### src/inc/bridge_params.svh
// Register indices, field positions, reset values and response codes of the bridge register bank
`ifndef BRIDGE_PARAMS_SVH
`define BRIDGE_PARAMS_SVH

// Register indices; the byte address is four times the index
`define SEC_STATUS_IDX 6'h1e
`define WIN_BASE_IDX 6'h20
`define WIN_LIMIT_IDX 6'h22

// Reset values
`define SEC_STATUS_RST 16'h02a0
`define WIN_BASE_RST 16'hfff0
`define WIN_LIMIT_RST 16'h0000

// Status field positions
`define ST_PARITY_BIT 15
`define ST_SYSERR_BIT 14
`define ST_MABORT_BIT 13
`define ST_TABORT_RX_BIT 12
`define ST_TABORT_TX_BIT 11
`define ST_TIMING_LSB 9
`define ST_TIMING_MSB 10
`define ST_MPARITY_BIT 8
`define ST_B2B_BIT 7
`define ST_SPEED_BIT 5
`define ST_TIMING_VAL 2'h1

// Window register layout
`define WIN_FIELD_LSB 4
`define WIN_FIELD_MSB 15
`define WIN_LOW_FILL 20'h00000
`define WIN_HIGH_FILL 20'hfffff

// AXI responses
`define RESP_OKAY 2'h0
`define RESP_SLVERR 2'h2

`endif

### src/inc/bridge_pkg.sv
// Types shared by the bridge register bank, its secondary bus model and its bench
package bridge_pkg;

  // Error events reported by the secondary-bus engine, one-cycle pulses
  typedef struct packed {
    logic parity;
    logic master_abort;
    logic target_abort;
  } err_events_t;

  // Processor memory access offered for window decode
  typedef struct packed {
    logic valid;
    logic [31:0] addr;
  } mem_req_t;

  // Register selected by a bus access
  typedef enum {
    SEL_STATUS,
    SEL_BASE,
    SEL_LIMIT,
    SEL_NONE
  } reg_sel_t;

endpackage

### src/logic/window_compare.sv
// Compares an address against a 1-MB aligned base/limit window
`include "bridge_params.svh"

module window_compare #(
  parameter int ADDR_W = 32,
  parameter int FIELD_W = 12
) (
  input wire logic [FIELD_W-1:0] base_field,
  input wire logic [FIELD_W-1:0] limit_field,
  input wire logic [ADDR_W-1:0] addr,
  output logic hit
);

  logic [ADDR_W-1:0] low_edge;
  logic [ADDR_W-1:0] high_edge;

  assign low_edge = {base_field, `WIN_LOW_FILL};
  assign high_edge = {limit_field, `WIN_HIGH_FILL};
  assign hit = (addr >= low_edge) && (addr <= high_edge);

endmodule

### src/logic/bridge_secondary_status_membase.sv
// Secondary status and memory window base registers of the virtual bridge, on AXI4-Lite
//
// The AXI4-Lite interface to the registers was left to the implementer.
`include "bridge_params.svh"

////////////////////////////////////////////////////////////////////////////////
// Overview of operation
// - Secondary parity error sets status bit 15
// - Unexpected master abort sets status bit 13
// - Received target abort sets status bit 12
// - Bit 14 always reads zero
// - Bit 11 always reads zero
// - Bits 10:9 read constant 01b
// - Bit 8 always reads zero
// - Bit 7 always reads one
// - Bit 5 always reads one
// - Base bits 15:4 hold A[31:20]
// - Base bits 3:0 read zero
// - Base compare treats A[19:0] as zero
// - Forward when base <= address <= limit
// - Limit compare treats A[19:0] as ones
module bridge_secondary_status_membase #(
  parameter int ADDR_W = 32
) (
  input wire logic aclk,
  input wire logic aresetn,
  input wire logic [7:0] awaddr,
  input wire logic awvalid,
  output logic awready,
  input wire logic [31:0] wdata,
  input wire logic [3:0] wstrb,
  input wire logic wvalid,
  output logic wready,
  output logic [1:0] bresp,
  output logic bvalid,
  input wire logic bready,
  input wire logic [7:0] araddr,
  input wire logic arvalid,
  output logic arready,
  output logic [31:0] rdata,
  output logic [1:0] rresp,
  output logic rvalid,
  input wire logic rready,
  input wire bridge_pkg::err_events_t err_events,
  input wire bridge_pkg::mem_req_t mem_req,
  output logic fwd_valid,
  output logic fwd_hit
);

  localparam int FIELD_W = `WIN_FIELD_MSB - `WIN_FIELD_LSB + 1;
  localparam logic [15:0] BASE_RST = `WIN_BASE_RST;
  localparam logic [15:0] LIMIT_RST = `WIN_LIMIT_RST;

  ////////////////////////////////////////////////////////////////////////////////
  // Declarations

  logic awready_q;
  logic wready_q;
  logic aw_held_q;
  logic w_held_q;
  logic [7:0] awaddr_q;
  logic [31:0] wdata_q;
  logic [3:0] wstrb_q;
  logic bvalid_q;
  logic [1:0] bresp_q;
  logic arready_q;
  logic rvalid_q;
  logic [31:0] rdata_q;
  logic [1:0] rresp_q;
  logic aw_take;
  logic w_take;
  logic ar_take;
  logic do_write;
  logic aw_held_d;
  logic w_held_d;
  logic bvalid_d;
  logic rvalid_d;
  bridge_pkg::reg_sel_t wsel;
  bridge_pkg::reg_sel_t rsel;
  logic parity_q;
  logic mabort_q;
  logic tabort_q;
  logic [2:0] clr_bits;
  logic [FIELD_W-1:0] base_q;
  logic [FIELD_W-1:0] limit_q;
  logic [15:0] status_view;
  logic [15:0] base_view;
  logic [15:0] limit_view;
  logic [15:0] read_view;
  logic win_hit;
  logic fwd_valid_q;
  logic fwd_hit_q;

  ////////////////////////////////////////////////////////////////////////////////
  // Address decode

  function automatic bridge_pkg::reg_sel_t decode(input logic [7:0] a);
    bridge_pkg::reg_sel_t s;
    s = bridge_pkg::SEL_NONE;
    if (a[7:2] == `SEC_STATUS_IDX)
    begin
      s = bridge_pkg::SEL_STATUS;
    end
    else if (a[7:2] == `WIN_BASE_IDX)
    begin
      s = bridge_pkg::SEL_BASE;
    end
    else if (a[7:2] == `WIN_LIMIT_IDX)
    begin
      s = bridge_pkg::SEL_LIMIT;
    end
    return s;
  endfunction

  assign wsel = decode(awaddr_q);
  assign rsel = decode(araddr);

  ////////////////////////////////////////////////////////////////////////////////
  // Write channel

  assign aw_take = awvalid && awready_q;
  assign w_take = wvalid && wready_q;
  assign do_write = aw_held_q && w_held_q && !bvalid_q;

  assign aw_held_d = do_write ? 1'b0 : (aw_held_q || aw_take);
  assign w_held_d = do_write ? 1'b0 : (w_held_q || w_take);
  // Response stands until the master takes it
  assign bvalid_d = do_write || (bvalid_q && !bready);

  always_ff @(posedge aclk)
  begin
    if (!aresetn)
    begin
      aw_held_q <= 1'b0;
      w_held_q <= 1'b0;
      awready_q <= 1'b0;
      wready_q <= 1'b0;
      bvalid_q <= 1'b0;
    end
    else
    begin
      aw_held_q <= aw_held_d;
      w_held_q <= w_held_d;
      awready_q <= !aw_held_d && !bvalid_d;
      wready_q <= !w_held_d && !bvalid_d;
      bvalid_q <= bvalid_d;
    end
  end

  always_ff @(posedge aclk)
  begin
    if (!aresetn)
    begin
      awaddr_q <= 8'h00;
      wdata_q <= 32'h00000000;
      wstrb_q <= 4'h0;
      bresp_q <= `RESP_OKAY;
    end
    else
    begin
      if (aw_take)
      begin
        awaddr_q <= awaddr;
      end
      if (w_take)
      begin
        wdata_q <= wdata;
        wstrb_q <= wstrb;
      end
      if (do_write)
      begin
        bresp_q <= (wsel == bridge_pkg::SEL_NONE) ? `RESP_SLVERR : `RESP_OKAY;
      end
    end
  end

  ////////////////////////////////////////////////////////////////////////////////
  // Sticky error bits

  // only written ones clear, lane 1 carries them
  always_comb
  begin
    clr_bits = 3'h0;
    if (do_write && wsel == bridge_pkg::SEL_STATUS && wstrb_q[1])
    begin
      clr_bits = {wdata_q[`ST_PARITY_BIT], wdata_q[`ST_MABORT_BIT], wdata_q[`ST_TABORT_RX_BIT]};
    end
  end

  always_ff @(posedge aclk)
  begin
    if (!aresetn)
    begin
      parity_q <= 1'b0;
    end
    else
    begin
      parity_q <= (parity_q && !clr_bits[2]) || err_events.parity;
    end
  end

  always_ff @(posedge aclk)
  begin
    if (!aresetn)
    begin
      mabort_q <= 1'b0;
    end
    else
    begin
      mabort_q <= (mabort_q && !clr_bits[1]) || err_events.master_abort;
    end
  end

  always_ff @(posedge aclk)
  begin
    if (!aresetn)
    begin
      tabort_q <= 1'b0;
    end
    else
    begin
      tabort_q <= (tabort_q && !clr_bits[0]) || err_events.target_abort;
    end
  end

  ////////////////////////////////////////////////////////////////////////////////
  // Window registers

  // base field writable per byte lane
  always_ff @(posedge aclk)
  begin
    if (!aresetn)
    begin
      base_q <= BASE_RST[`WIN_FIELD_MSB:`WIN_FIELD_LSB];
      limit_q <= LIMIT_RST[`WIN_FIELD_MSB:`WIN_FIELD_LSB];
    end
    else if (do_write)
    begin
      if (wsel == bridge_pkg::SEL_BASE)
      begin
        if (wstrb_q[0])
        begin
          base_q[3:0] <= wdata_q[7:4];
        end
        if (wstrb_q[1])
        begin
          base_q[11:4] <= wdata_q[15:8];
        end
      end
      if (wsel == bridge_pkg::SEL_LIMIT)
      begin
        if (wstrb_q[0])
        begin
          limit_q[3:0] <= wdata_q[7:4];
        end
        if (wstrb_q[1])
        begin
          limit_q[11:4] <= wdata_q[15:8];
        end
      end
    end
  end

  ////////////////////////////////////////////////////////////////////////////////
  // Read channel

  always_comb
  begin
    status_view = 16'h0000;
    status_view[`ST_PARITY_BIT] = parity_q;
    status_view[`ST_SYSERR_BIT] = 1'b0;
    status_view[`ST_MABORT_BIT] = mabort_q;
    status_view[`ST_TABORT_RX_BIT] = tabort_q;
    status_view[`ST_TABORT_TX_BIT] = 1'b0;
    status_view[`ST_TIMING_MSB:`ST_TIMING_LSB] = `ST_TIMING_VAL;
    status_view[`ST_MPARITY_BIT] = 1'b0;
    status_view[`ST_B2B_BIT] = 1'b1;
    status_view[`ST_SPEED_BIT] = 1'b1;
  end

  assign base_view = {base_q, 4'h0};
  assign limit_view = {limit_q, 4'h0};

  always_comb
  begin
    unique case (rsel)
      bridge_pkg::SEL_STATUS: read_view = status_view;
      bridge_pkg::SEL_BASE: read_view = base_view;
      bridge_pkg::SEL_LIMIT: read_view = limit_view;
      bridge_pkg::SEL_NONE: read_view = 16'h0000;
    endcase
  end

  assign ar_take = arvalid && arready_q;

  // Read data stands until the master takes it
  assign rvalid_d = ar_take || (rvalid_q && !rready);

  always_ff @(posedge aclk)
  begin
    if (!aresetn)
    begin
      arready_q <= 1'b0;
      rvalid_q <= 1'b0;
      rdata_q <= 32'h00000000;
      rresp_q <= `RESP_OKAY;
    end
    else
    begin
      arready_q <= !rvalid_d;
      rvalid_q <= rvalid_d;
      if (ar_take)
      begin
        rdata_q <= {16'h0000, read_view};
        rresp_q <= (rsel == bridge_pkg::SEL_NONE) ? `RESP_SLVERR : `RESP_OKAY;
      end
    end
  end

  ////////////////////////////////////////////////////////////////////////////////
  // Window decode

  window_compare #(
    .ADDR_W(ADDR_W),
    .FIELD_W(FIELD_W)
  ) u_cmp (
    .base_field(base_q),
    .limit_field(limit_q),
    .addr(mem_req.addr[ADDR_W-1:0]),
    .hit(win_hit)
  );

  always_ff @(posedge aclk)
  begin
    if (!aresetn)
    begin
      fwd_valid_q <= 1'b0;
      fwd_hit_q <= 1'b0;
    end
    else
    begin
      fwd_valid_q <= mem_req.valid;
      fwd_hit_q <= mem_req.valid && win_hit;
    end
  end

  assign awready = awready_q;
  assign wready = wready_q;
  assign bvalid = bvalid_q;
  assign bresp = bresp_q;
  assign arready = arready_q;
  assign rvalid = rvalid_q;
  assign rdata = rdata_q;
  assign rresp = rresp_q;
  assign fwd_valid = fwd_valid_q;
  assign fwd_hit = fwd_hit_q;
endmodule

### config.mk
export PLATFORM = sky130hd
export DESIGN_NAME = bridge_secondary_status_membase
export DESIGN_NICKNAME = d
export VERILOG_FILES = /design/src/inc/bridge_pkg.sv /design/src/logic/window_compare.sv /design/src/logic/bridge_secondary_status_membase.sv
export VERILOG_INCLUDE_DIRS = /design/src /design/src/inc
export SDC_FILE = /design/constraint.sdc
export NUM_CORES = 1
export LEC_CHECK = 0
export ABC_AREA = 1
export BUFFER_PORTS_ARGS = -buffer_cell sky130_fd_sc_hd__buf_2
export CORE_UTILIZATION = 54
export CTS_CLUSTER_DIAMETER = 120
export DETAILED_ROUTE_END_ITERATION = 6
export PLACE_DENSITY = 0.95
export SYNTH_ARGS = -nofsm -noshare
export SYNTH_HDL_FRONTEND = slang
export SYNTH_SLANG_ARGS = --single-unit
### constraint.sdc
create_clock -name aclk -period 2.2 [get_ports aclk]
set_input_delay 0.22 -clock aclk [delete_from_list [all_inputs] [get_ports aclk]]
set_output_delay 0.22 -clock aclk [all_outputs]
set_load 0.01 [all_outputs]
==> impl_metrics.csv, run 1 <==
group,metric,value,unit
die,io_pins,138,
synth,synth-adder-area-share,8.03,%
power,switching_power,0.801,mW
synth,synth.avg_cell_area,6.78,um^2
grt,grt_max_degree,29,
synth,synthSimpleGateAreaFrac,30.3,%
grt,grt_util_all_layers,25.5,%
critical_path,cp_data_required_time,2.49,ns
die,fp.dieArea,0.00727,mm^2
synth,synthDominantCellAreaShare,37.5,%
die,core_area,0.00653,mm^2
synth,synth_top_cell_by_area,"dfxtp_1",
sta,slew_violations,0,
die,die_y,85.2,um
clock_tree,clock_sinks,70,
route,routedWlPerCell,12.1,um
synth,synth_area_leaders,"dfxtp_1 37%, nand2_1 14%, nor2_1 8.6%, ha_1 8.0%, inv_1 7.2%",
clock_tree,cts_resized,0,
cells_and_area,fillers,565,
synth,synth.mux.area_fraction,0,%
sta,slew_headroom,56.0,%
synth,synth_compound_area_share,10.1,%
synth,synth-seq-area-share,37.5,%
run,drv_cap,0,
sta,hold_viol,0,
critical_path,crit_arrival,1.82,ns
sta,setup_viol,0,
synth,syn-instance-count,552,
power,p_seq_share,46.7,%
cells_and_area,drive_gt1_share,18.9,%
power,irDropWorstVdd,0.489,mV
grt,first_global_vias,3435,
power,powerDensity,670,mW/mm^2
route,drt-pass1-iter-count,5,
sta,tightest_slew,0.659,ns
route,viasPerCell,5.07,
route,first_iter_violations,191,
critical_path,end_kind,"flip-flop",
power,comb_power_share,12.2,%
power,sw_frac_of_total,27.4,%
sta,period_share,69.7,%
critical_path,crit_type,"flip-flop to flip-flop",
synth,synth-edff-count,0,
clock_tree,numCtsBuffers,9,
die,die_w,85.2,um
synth,yosys.area_share.xor_xnor,0,%
clock_tree,clock_latency,0.35,ns
cells_and_area,syn2layout_area_growth,16.6,%
sta,tns,0,ns
route,wl,8710,um
clock_tree,cts.path.max_buffers,2,
synth,synth_area,0.00374,mm^2
cells_and_area,utilization,66.8,%
critical_path,r2r_cells,9,
grt,gr-total-overflow,0,
min_path,hold_class,"primary input to flip-flop",
die,row_count,29,
route,drtAntennaViolNets,0,
clock_tree,ctsHtreeMaxLevel,3,
cells_and_area,register_area,0.00140,mm^2
sta,finalClockSkew,0.0141,ns
power,p_clk_share,41.0,%
cells_and_area,antennaDiodeCount,0,
grt,grt_pass1_wl,14500,um
power,leakage,2.34,nW
synth,ys_ff_latch,70,
outcome,outcome,"complete, no violations",
clock_tree,cts_tree,"built",
placement,io_buffers,89,
critical_path,cp_max_fo,3,
placement,gp_congestion,0.875,
synth,synth_top_family_by_area,"simple AND/OR/NAND/NOR gates",
placement,hpwl,6630,um
synth,synth_warnings,0,
critical_path,critPathLaunchType,"flip-flop",
die,floorplan.initialDensity,57.3,%
clock_tree,path_clk_slew,0.08,ns
synth,synth_ff_type,"dfxtp_1",
clock_tree,hold_buffers,0,
sta,fmaxAchievable,652,MHz
clock_tree,clock-root-buffer,"clkbuf_8",
cells_and_area,stdcell_area,0.00436,mm^2
synth,synth_cell_type_count,28,
power,p_total,2.92,mW
sta,period_needed,1.53,ns
placement,place_area,0.00413,mm^2
cells_and_area,fin_nets,758,
route,num_vias,3657,
min_path,hold_path_depth,3,
synth,async_reset_ff_share,0,%
cells_and_area,multi_input_area,0.00189,mm^2
route,route.detailed.drc,0,
power,internal-power,2.12,mW
sta,rsz0062_at_grt,"false",
clock_tree,cts_setup_buffers,0,
grt,antenna_found_initial,0,
## routing by layer
metal / global-route usage (%) / up-vias / wire (um)
met5: 0 / - / 0
met4: 11.6 / 0 / 188
met3: 5.64 / 19 / 561
met2: 46.3 / 137 / 4330
met1: 28.3 / 1643 / 3630
li1: - / 1858 / -
## metrics by stage
stage / std cells / hold WS [ns] / setup WS [ns]
floorplan: 573 / 0.332 / 0.928
global placement: 705 / 0.419 / 0.748
detailed placement: 705 / 0.414 / 0.679
CTS: 721 / 0.0523 / 0.649
global route: 721 / 0.0810 / 0.521
finish: 721 / 0.0679 / 0.666
## power by group through the flow
stage	Clock, mW	Combinational [mW]	Sequential [mW]
2_1_floorplan	0	0.236	1.40
3_3_place_gp	0	0.338	1.39
3_5_place_dp	0	0.353	1.39
4_1_cts	1.22	0.357	1.37
5_1_grt	1.28	0.409	1.37
6_report	1.20	0.357	1.37
## cell usage in the layout (no fill, tap or decap), drive strengths merged
cell / n
clkinv: 1
conb: 22
a21o: 1
nor3: 3
nand2: 142
o21ai: 36
clkbuf: 9
nand4: 7
nor3b: 1
a211oi: 2
nand3b: 1
and2: 1
clkinvlp: 1
dfxtp: 70
buf: 91
a21oi: 34
nor2: 90
ha: 24
inv: 78
bufinv: 2
nand3: 28
## worst max-delay path, cell delays in order, from the launching register on
cell and delay (ns):
dfxtp_1 0.37, inv_1 0.05, ha_1 0.29, nand2_1 0.07, nor2_1 0.20, and2_1 0.18
nand2_1 0.06, nor2_1 0.10, nor2_1 0.06, nor2_1 0.09
## state kept, by name, indices dropped and copies added, names as in the netlist, 2 cells and up
register / cells
rdata: 12
limit_q: 12
wdata_q: 12
base_q: 12
wstrb_q: 2
awaddr_q: 6
## kinds of logic after synthesis
logic type	Yosys count
buffers and inverters	111
flip-flops	70
other	1
adder cells (fa/ha/maj)	24
AO/OA/AOI/OAI	73
AND/OR/NAND/NOR	273
## cells in the mapped netlist, types with 2 or more instances
| cell | number |
|---|---|
| nand2_1 | 138 |
| nor2_1 | 86 |
| inv_1 | 72 |
| dfxtp_1 | 70 |
| a21oi_1 | 34 |
| o21ai_0 | 34 |
| nand3_1 | 28 |
| ha_1 | 24 |
| buf_4 | 22 |
| clkbuf_1 | 7 |
| nand4_1 | 6 |
| buf_2 | 4 |
| nand2_2 | 4 |
| buf_6 | 3 |
| inv_2 | 3 |
| nor2_2 | 3 |
| a211oi_1 | 2 |
| nor3_2 | 2 |
## final timing paths
kind                    start   endpoint  slack [ns]
setup reg to reg   base_q[11]    fwd_hit        0.67
setup / recovery   base_q[11]    fwd_hit        0.67
hold reg to reg      w_held_q     wready        0.43
hold / removal    mem_req[32]  fwd_valid        0.07
## cell type report
type	instances	area share (%)
multi-input combinational	392	43.4
sequential	70	32.1
timing repair buffer	91	10.6
inverter	75	6.46
clock buffer	9	2.84
clock inverter	7	2.41
tap	77	2.21
No activity file was read; power rests on OpenSTA's default activity.
==> run 2: changes to the inputs <==
--- a/config.mk
+++ b/config.mk
@@ -8,10 +8,10 @@
 export LEC_CHECK = 0
 export ABC_AREA = 1
 export BUFFER_PORTS_ARGS = -buffer_cell sky130_fd_sc_hd__buf_2
-export CORE_UTILIZATION = 54
+export CORE_UTILIZATION = 50
 export CTS_CLUSTER_DIAMETER = 120
 export DETAILED_ROUTE_END_ITERATION = 6
-export PLACE_DENSITY = 0.95
+export PLACE_DENSITY = 0.9
 export SYNTH_ARGS = -nofsm -noshare
 export SYNTH_HDL_FRONTEND = slang
 export SYNTH_SLANG_ARGS = --single-unit
==> constraint.sdc (replaced) <==
create_clock -name aclk -period 1.5 [get_ports aclk]
set_input_delay 0.15 -clock aclk [delete_from_list [all_inputs] [get_ports aclk]]
set_output_delay 0.15 -clock aclk [all_outputs]
set_load 0.01 [all_outputs]
==> run 2 against run 1 <==
Net effect: sequential power up 46%; clock skew is 0.0020 ns lower; critical path depth is the same; fmax increased by 7.6%; via count fell by 1.6%; global-route usage down 3.0 points; flip-flop and latch count is the same; setup slack lost 0.59 ns; largest cell class unchanged; largest power group unchanged.
==> impl_metrics.csv, run 2 (synthesized netlist as in run 1, its figures left out) <==
group,metric,value,unit
outcome,outcome,"complete, no violations",
run,drv_cap,0,
sta,setup_viol,0,
sta,finalClockSkew,0.0120,ns
die,die_y,88.5,um
critical_path,slowest_delay,0.36,ns
die,row_count,31,
critical_path,cp_data_required_time,1.80,ns
clock_tree,hold_buffers,0,
sta,period_share,95.0,%
cells_and_area,fillers,675,
critical_path,rr_startpoint,"base_q[11]",
critical_path,r2r_cells,9,
cells_and_area,final_cell_mix,"137 x nand2_1, 89 x buf_2, 86 x nor2_1",
cells_and_area,layout_commonest_cell,"nand2_1",
clock_tree,cts_setup_buffers,0,
cells_and_area,drive_gt1_share,19.9,%
critical_path,cp_max_fo,3,
critical_path,crit_end,"fwd_hit",
clock_tree,cts_tree,"built",
critical_path,crit_chain,"inv_1 -> ha_1 -> nand2_1 -> nor2_1 -> and2_1 -> nand2_1 -> nor2_1 -> nor2_1 -> nor2_1",
critical_path,cp-startpoint,"base_q[11]",
die,io_pins,138,
critical_path,path_buf_inv,1,
min_path,hold_class,"primary input to flip-flop",
power,irDropWorstVdd,0.635,mV
clock_tree,clock_sinks,70,
cells_and_area,stdcell_area,0.00441,mm^2
grt,antenna_found_initial,0,
route,routedWlPerCell,11.2,um
grt,first_global_vias,3200,
sta,setup_ws,0.0745,ns
clock_tree,cts_resized,0,
placement,place_ws,0.0620,ns
cells_and_area,antennaDiodeCount,0,
power,leakage,2.37,nW
cells_and_area,multi_input_area,0.00191,mm^2
die,fp.dieArea,0.00783,mm^2
sta,period_needed,1.43,ns
clock_tree,clock-root-buffer,"clkbuf_8",
sta,fmaxAchievable,702,MHz
critical_path,crit_arrival,1.72,ns
grt,gr-total-overflow,0,
route,drt-pass1-iter-count,4,
cells_and_area,register_area,0.00140,mm^2
route,first_iter_violations,212,
critical_path,crit_type,"flip-flop to flip-flop",
critical_path,crit_top_cell,"nor2_1",
placement,gp_congestion,0.881,
placement,io_buffers,89,
clock_tree,numCtsBuffers,9,
clock_tree,ctsHtreeMaxLevel,3,
sta,slew_violations,0,
die,die_w,88.5,um
route,drtAntennaViolNets,0,
die,core_area,0.00725,mm^2
clock_tree,cts.path.max_buffers,2,
critical_path,critPathLaunchType,"flip-flop",
placement,place_area,0.00419,mm^2
cells_and_area,syn2layout_area_growth,17.9,%
critical_path,r2r_setup_slack,0.07,ns
placement,hpwl,6610,um
cells_and_area,fin_nets,762,
critical_path,path_depth,9,
grt,grt_util_all_layers,22.5,%
critical_path,end_kind,"flip-flop",
grt,grt_max_degree,22,
sta,rsz0062_at_grt,"true",
route,wl,8400,um
cells_and_area,final_cells,747,
route,viasPerCell,4.82,
critical_path,r2r_end,"fwd_hit",
die,floorplan.initialDensity,51.6,%
route,route.detailed.drc,0,
route,num_vias,3600,
sta,hold_viol,0,
placement,placed_cells,731,
clock_tree,clock_latency,0.35,ns
critical_path,cp_top_family,"simple AND/OR/NAND/NOR gates",
critical_path,cp_slowest_cell,"dfxtp_2",
clock_tree,path_clk_slew,0.08,ns
grt,grt_pass1_wl,13500,um
power,powerDensity,929,mW/mm^2
## run 2: changes by cell type in the layout (fill, tap and decap cells not counted), sizes merged
| cell | previous run | this run |
|---|---|---|
| bufinv | 2 | 1 |
| buf | 91 | 95 |
| clkinv | 1 | 2 |
| clkbuf | 9 | 10 |
| inv | 78 | 77 |
## run 2: layout make-up
type                            count  share of cell area [%]
Clock buffer                       10                    3.12
Clock inverter                      6                    1.56
Inverter                           75                    6.38
Multi-Input combinational cell    392                    43.2
Sequential cell                    70                    31.8
Tap cell                           99                    2.81
Timing Repair Buffer               95                    11.1
## run 2: power breakdown
group / total [mW] / internal [mW] / switching [mW]
clock: 1.57 / 0.824 / 0.741
combinational: 0.529 / 0.210 / 0.319
sequential: 2.00 / 1.94 / 0.0580
total: 4.10 / 2.98 / 1.12
## run 2: worst min-delay path by stage
| stage | startpoint | endpoint | slack (ns) | depth (start not counted) |
|---|---|---|---|---|
| 3_5_place_dp | mem_req[32] | fwd_valid | 0.38 | 3 |
| 6_report | mem_req[32] | fwd_valid | 0.03 | 3 |
| 3_3_place_gp | mem_req[32] | fwd_valid | 0.38 | 3 |
| 5_1_grt | mem_req[32] | fwd_valid | 0.02 | 3 |
| 4_1_cts | mem_req[32] | fwd_valid | 0.01 | 3 |
| 2_1_floorplan | mem_req[32] | fwd_valid | 0.26 | 2 |
## run 2: routing by layer
metal / global-route usage (%) / part of all wire (%) / vias up / wire length [um]
li1: - / - / 1863 / -
met1: 26.6 / 44 / 1602 / 3670
met2: 39.4 / 48 / 124 / 4070
met3: 6.62 / 6.6 / 11 / 558
met4: 6.74 / 1.2 / 0 / 98
met5: 0 / 0 / - / 0
## run 2: worst min-delay path: cells and delay by family
| family | cells | cell delay (ns) |
|---|---|---|
| buffers and inverters | 2 | 0.16 |
| AND/OR/NAND/NOR | 1 | 0.05 |
## run 2: per-stage QoR
step	util [%]	total power [mW]	TNS, ns	hold slack, ns
after CTS	60.6	4.12	0	0.0139
final	60.8	4.10	0	0.0306
after detailed placement	57.8	2.57	0	0.385
after floorplan	-	2.39	0	0.262
after global routing	60.8	4.30	-0.0580	0.0168
after global placement	57.8	2.54	0	0.377
==> run 3: changes to the inputs <==
--- a/config.mk
+++ b/config.mk
@@ -8,8 +8,11 @@
 export LEC_CHECK = 0
 export ABC_AREA = 1
 export BUFFER_PORTS_ARGS = -buffer_cell sky130_fd_sc_hd__buf_2
-export CORE_UTILIZATION = 50
+export CELL_PAD_IN_SITES_DETAIL_PLACEMENT = 1
+export CELL_PAD_IN_SITES_GLOBAL_PLACEMENT = 2
+export CORE_UTILIZATION = 26
 export CTS_CLUSTER_DIAMETER = 120
+export CTS_CLUSTER_SIZE = 12
 export DETAILED_ROUTE_END_ITERATION = 6
 export PLACE_DENSITY = 0.9
 export SYNTH_ARGS = -nofsm -noshare
==> constraint.sdc (replaced) <==
create_clock -name aclk -period 1.5 [get_ports aclk]
set_input_delay 0.15 -clock aclk [delete_from_list [all_inputs] [get_ports aclk]]
set_output_delay 0.15 -clock aclk [all_outputs]
set_load 0.02 [all_outputs]
==> run 3 against run 2 <==
Net effect: clock power rose by 34%; sequential power hardly changed; global-route usage shrank 7.5 points; die area up 90%.
==> impl_metrics.csv, run 3 (synthesized netlist as in run 1, its figures left out) <==
group,metric,value,unit
power,leakage,2.42,nW
die,row_count,43,
critical_path,cp_data_required_time,1.78,ns
sta,setup_viol,0,
cells_and_area,antennaDiodeCount,0,
die,die_w,122,um
route,drt-pass1-iter-count,4,
clock_tree,path_clk_slew,0.06,ns
cells_and_area,layout_commonest_cell,"nand2_1",
sta,finalClockSkew,0.00748,ns
die,floorplan.initialDensity,26.8,%
power,irDropWorstVdd,0.673,mV
die,fp.dieArea,0.0149,mm^2
clock_tree,hold_buffers,0,
cells_and_area,final_cells,830,
sta,period_share,94.3,%
grt,first_global_vias,3676,
clock_tree,numCtsBuffers,9,
sta,slew_violations,0,
grt,grt_util_all_layers,15.0,%
placement,place_area,0.00433,mm^2
route,viasPerCell,4.35,
route,route.detailed.drc,0,
clock_tree,clock_sinks,70,
critical_path,crit_type,"flip-flop to flip-flop",
power,powerDensity,1020,mW/mm^2
critical_path,cp_max_fo,2,
cells_and_area,fin_nets,765,
grt,use_met3,3.51,%
sta,period_needed,1.41,ns
placement,placed_cells,815,
route,routedWlPerCell,12.9,um
run,drv_cap,0,
grt,grt_pass1_wl,17000,um
grt,grt_max_degree,50,
placement,hpwl,8550,um
placement,io_buffers,89,
critical_path,end_kind,"flip-flop",
cells_and_area,drive_gt1_share,20.5,%
critical_path,critPathLaunchType,"flip-flop",
grt,met2_usage,26.9,%
critical_path,crit_arrival,1.69,ns
grt,gr-total-overflow,0,
route,first_iter_violations,115,
route,drtAntennaViolNets,0,
die,die_y,122,um
clock_tree,ctsHtreeMaxLevel,3,
clock_tree,clock-root-buffer,"clkbuf_16",
clock_tree,clock_latency,0.34,ns
sta,rsz0062_at_grt,"true",
clock_tree,cts_tree,"built",
grt,use_met1,17.5,%
sta,hold_viol,0,
cells_and_area,fillers,1785,
grt,antenna_found_initial,0,
outcome,outcome,"complete, no violations",
route,num_vias,3610,
die,io_pins,138,
cells_and_area,multi_input_area,0.00191,mm^2
cells_and_area,syn2layout_area_growth,23.9,%
cells_and_area,register_area,0.00140,mm^2
route,wl,10700,um
min_path,hold_class,"primary input to flip-flop",
cells_and_area,final_cell_mix,"137 x nand2_1, 89 x buf_2, 83 x nor2_1",
grt,busiest_layer,"met2",
clock_tree,cts.path.max_buffers,2,
sta,fmaxAchievable,707,MHz
die,core_area,0.0139,mm^2
placement,gp_congestion,0.778,
cells_and_area,stdcell_area,0.00464,mm^2
-- run 3: area by class of cell --
cell class              count  area share [%]
clock inverters             3           0.971
inverters                  75            6.07
repair buffers             98            11.3
well taps                 180            4.86
multi-input cells         392            41.2
flip-flops and latches     70            30.3
clock buffers              12            5.32
-- run 3: path summary, 6_finish.rpt --
kind / start / to / slack (ns) / cells past startpoint
min: mem_req[32] / fwd_valid / 0.04 / 3
max: limit_q[11] / fwd_hit / 0.09 / 9
min reg2reg: w_held_q / wready / 0.44 / 1
max reg2reg: limit_q[11] / fwd_hit / 0.09 / 9
-- run 3: timing repair --
action | CTS | global route
setup buffers | 0 | 0
hold endpoints to repair | 0 | 0
setup endpoints to repair | 0 | 5
gates resized for setup | 0 | 8
-- run 3: metal layers --
metal	vias up	wire length (um)
met3	9	487
met4	0	130
li1	1866	-
met1	1658	4790
met2	77	5320
met5	-	0
-- run 3: power by group --
part / internal [mW] / switching (mW) / total, mW
Sequential: 1.95 / 0.0619 / 2.01
Clock: 1.32 / 0.787 / 2.11
Combinational: 0.216 / 0.382 / 0.598
Total: 3.49 / 1.23 / 4.72
-- run 3: critical path, cell delays in order (launching register included) --
cell and delay [ns]:
dfxtp_1 0.33, inv_1 0.08, ha_1 0.30, nand2_1 0.11
inv_1 0.07, a21oi_1 0.18, nand3_1 0.11, nand2_1 0.06
nand2_1 0.04, nor2_1 0.08
-- run 3: per-stage QoR --
stage               hold slack (ns)  util, %  setup TNS (ns)  power, mW  setup slack (ns)
floorplan                     0.262        -               0       2.44             0.228
global placement              0.377     31.0               0       2.62            0.0582
detailed placement            0.386     31.0               0       2.65            0.0346
CTS                          0.0350     33.1               0       4.77           0.00350
global route                 0.0573     33.3         -0.0713       4.94           -0.0304
finish                       0.0387     33.3               0       4.72            0.0851
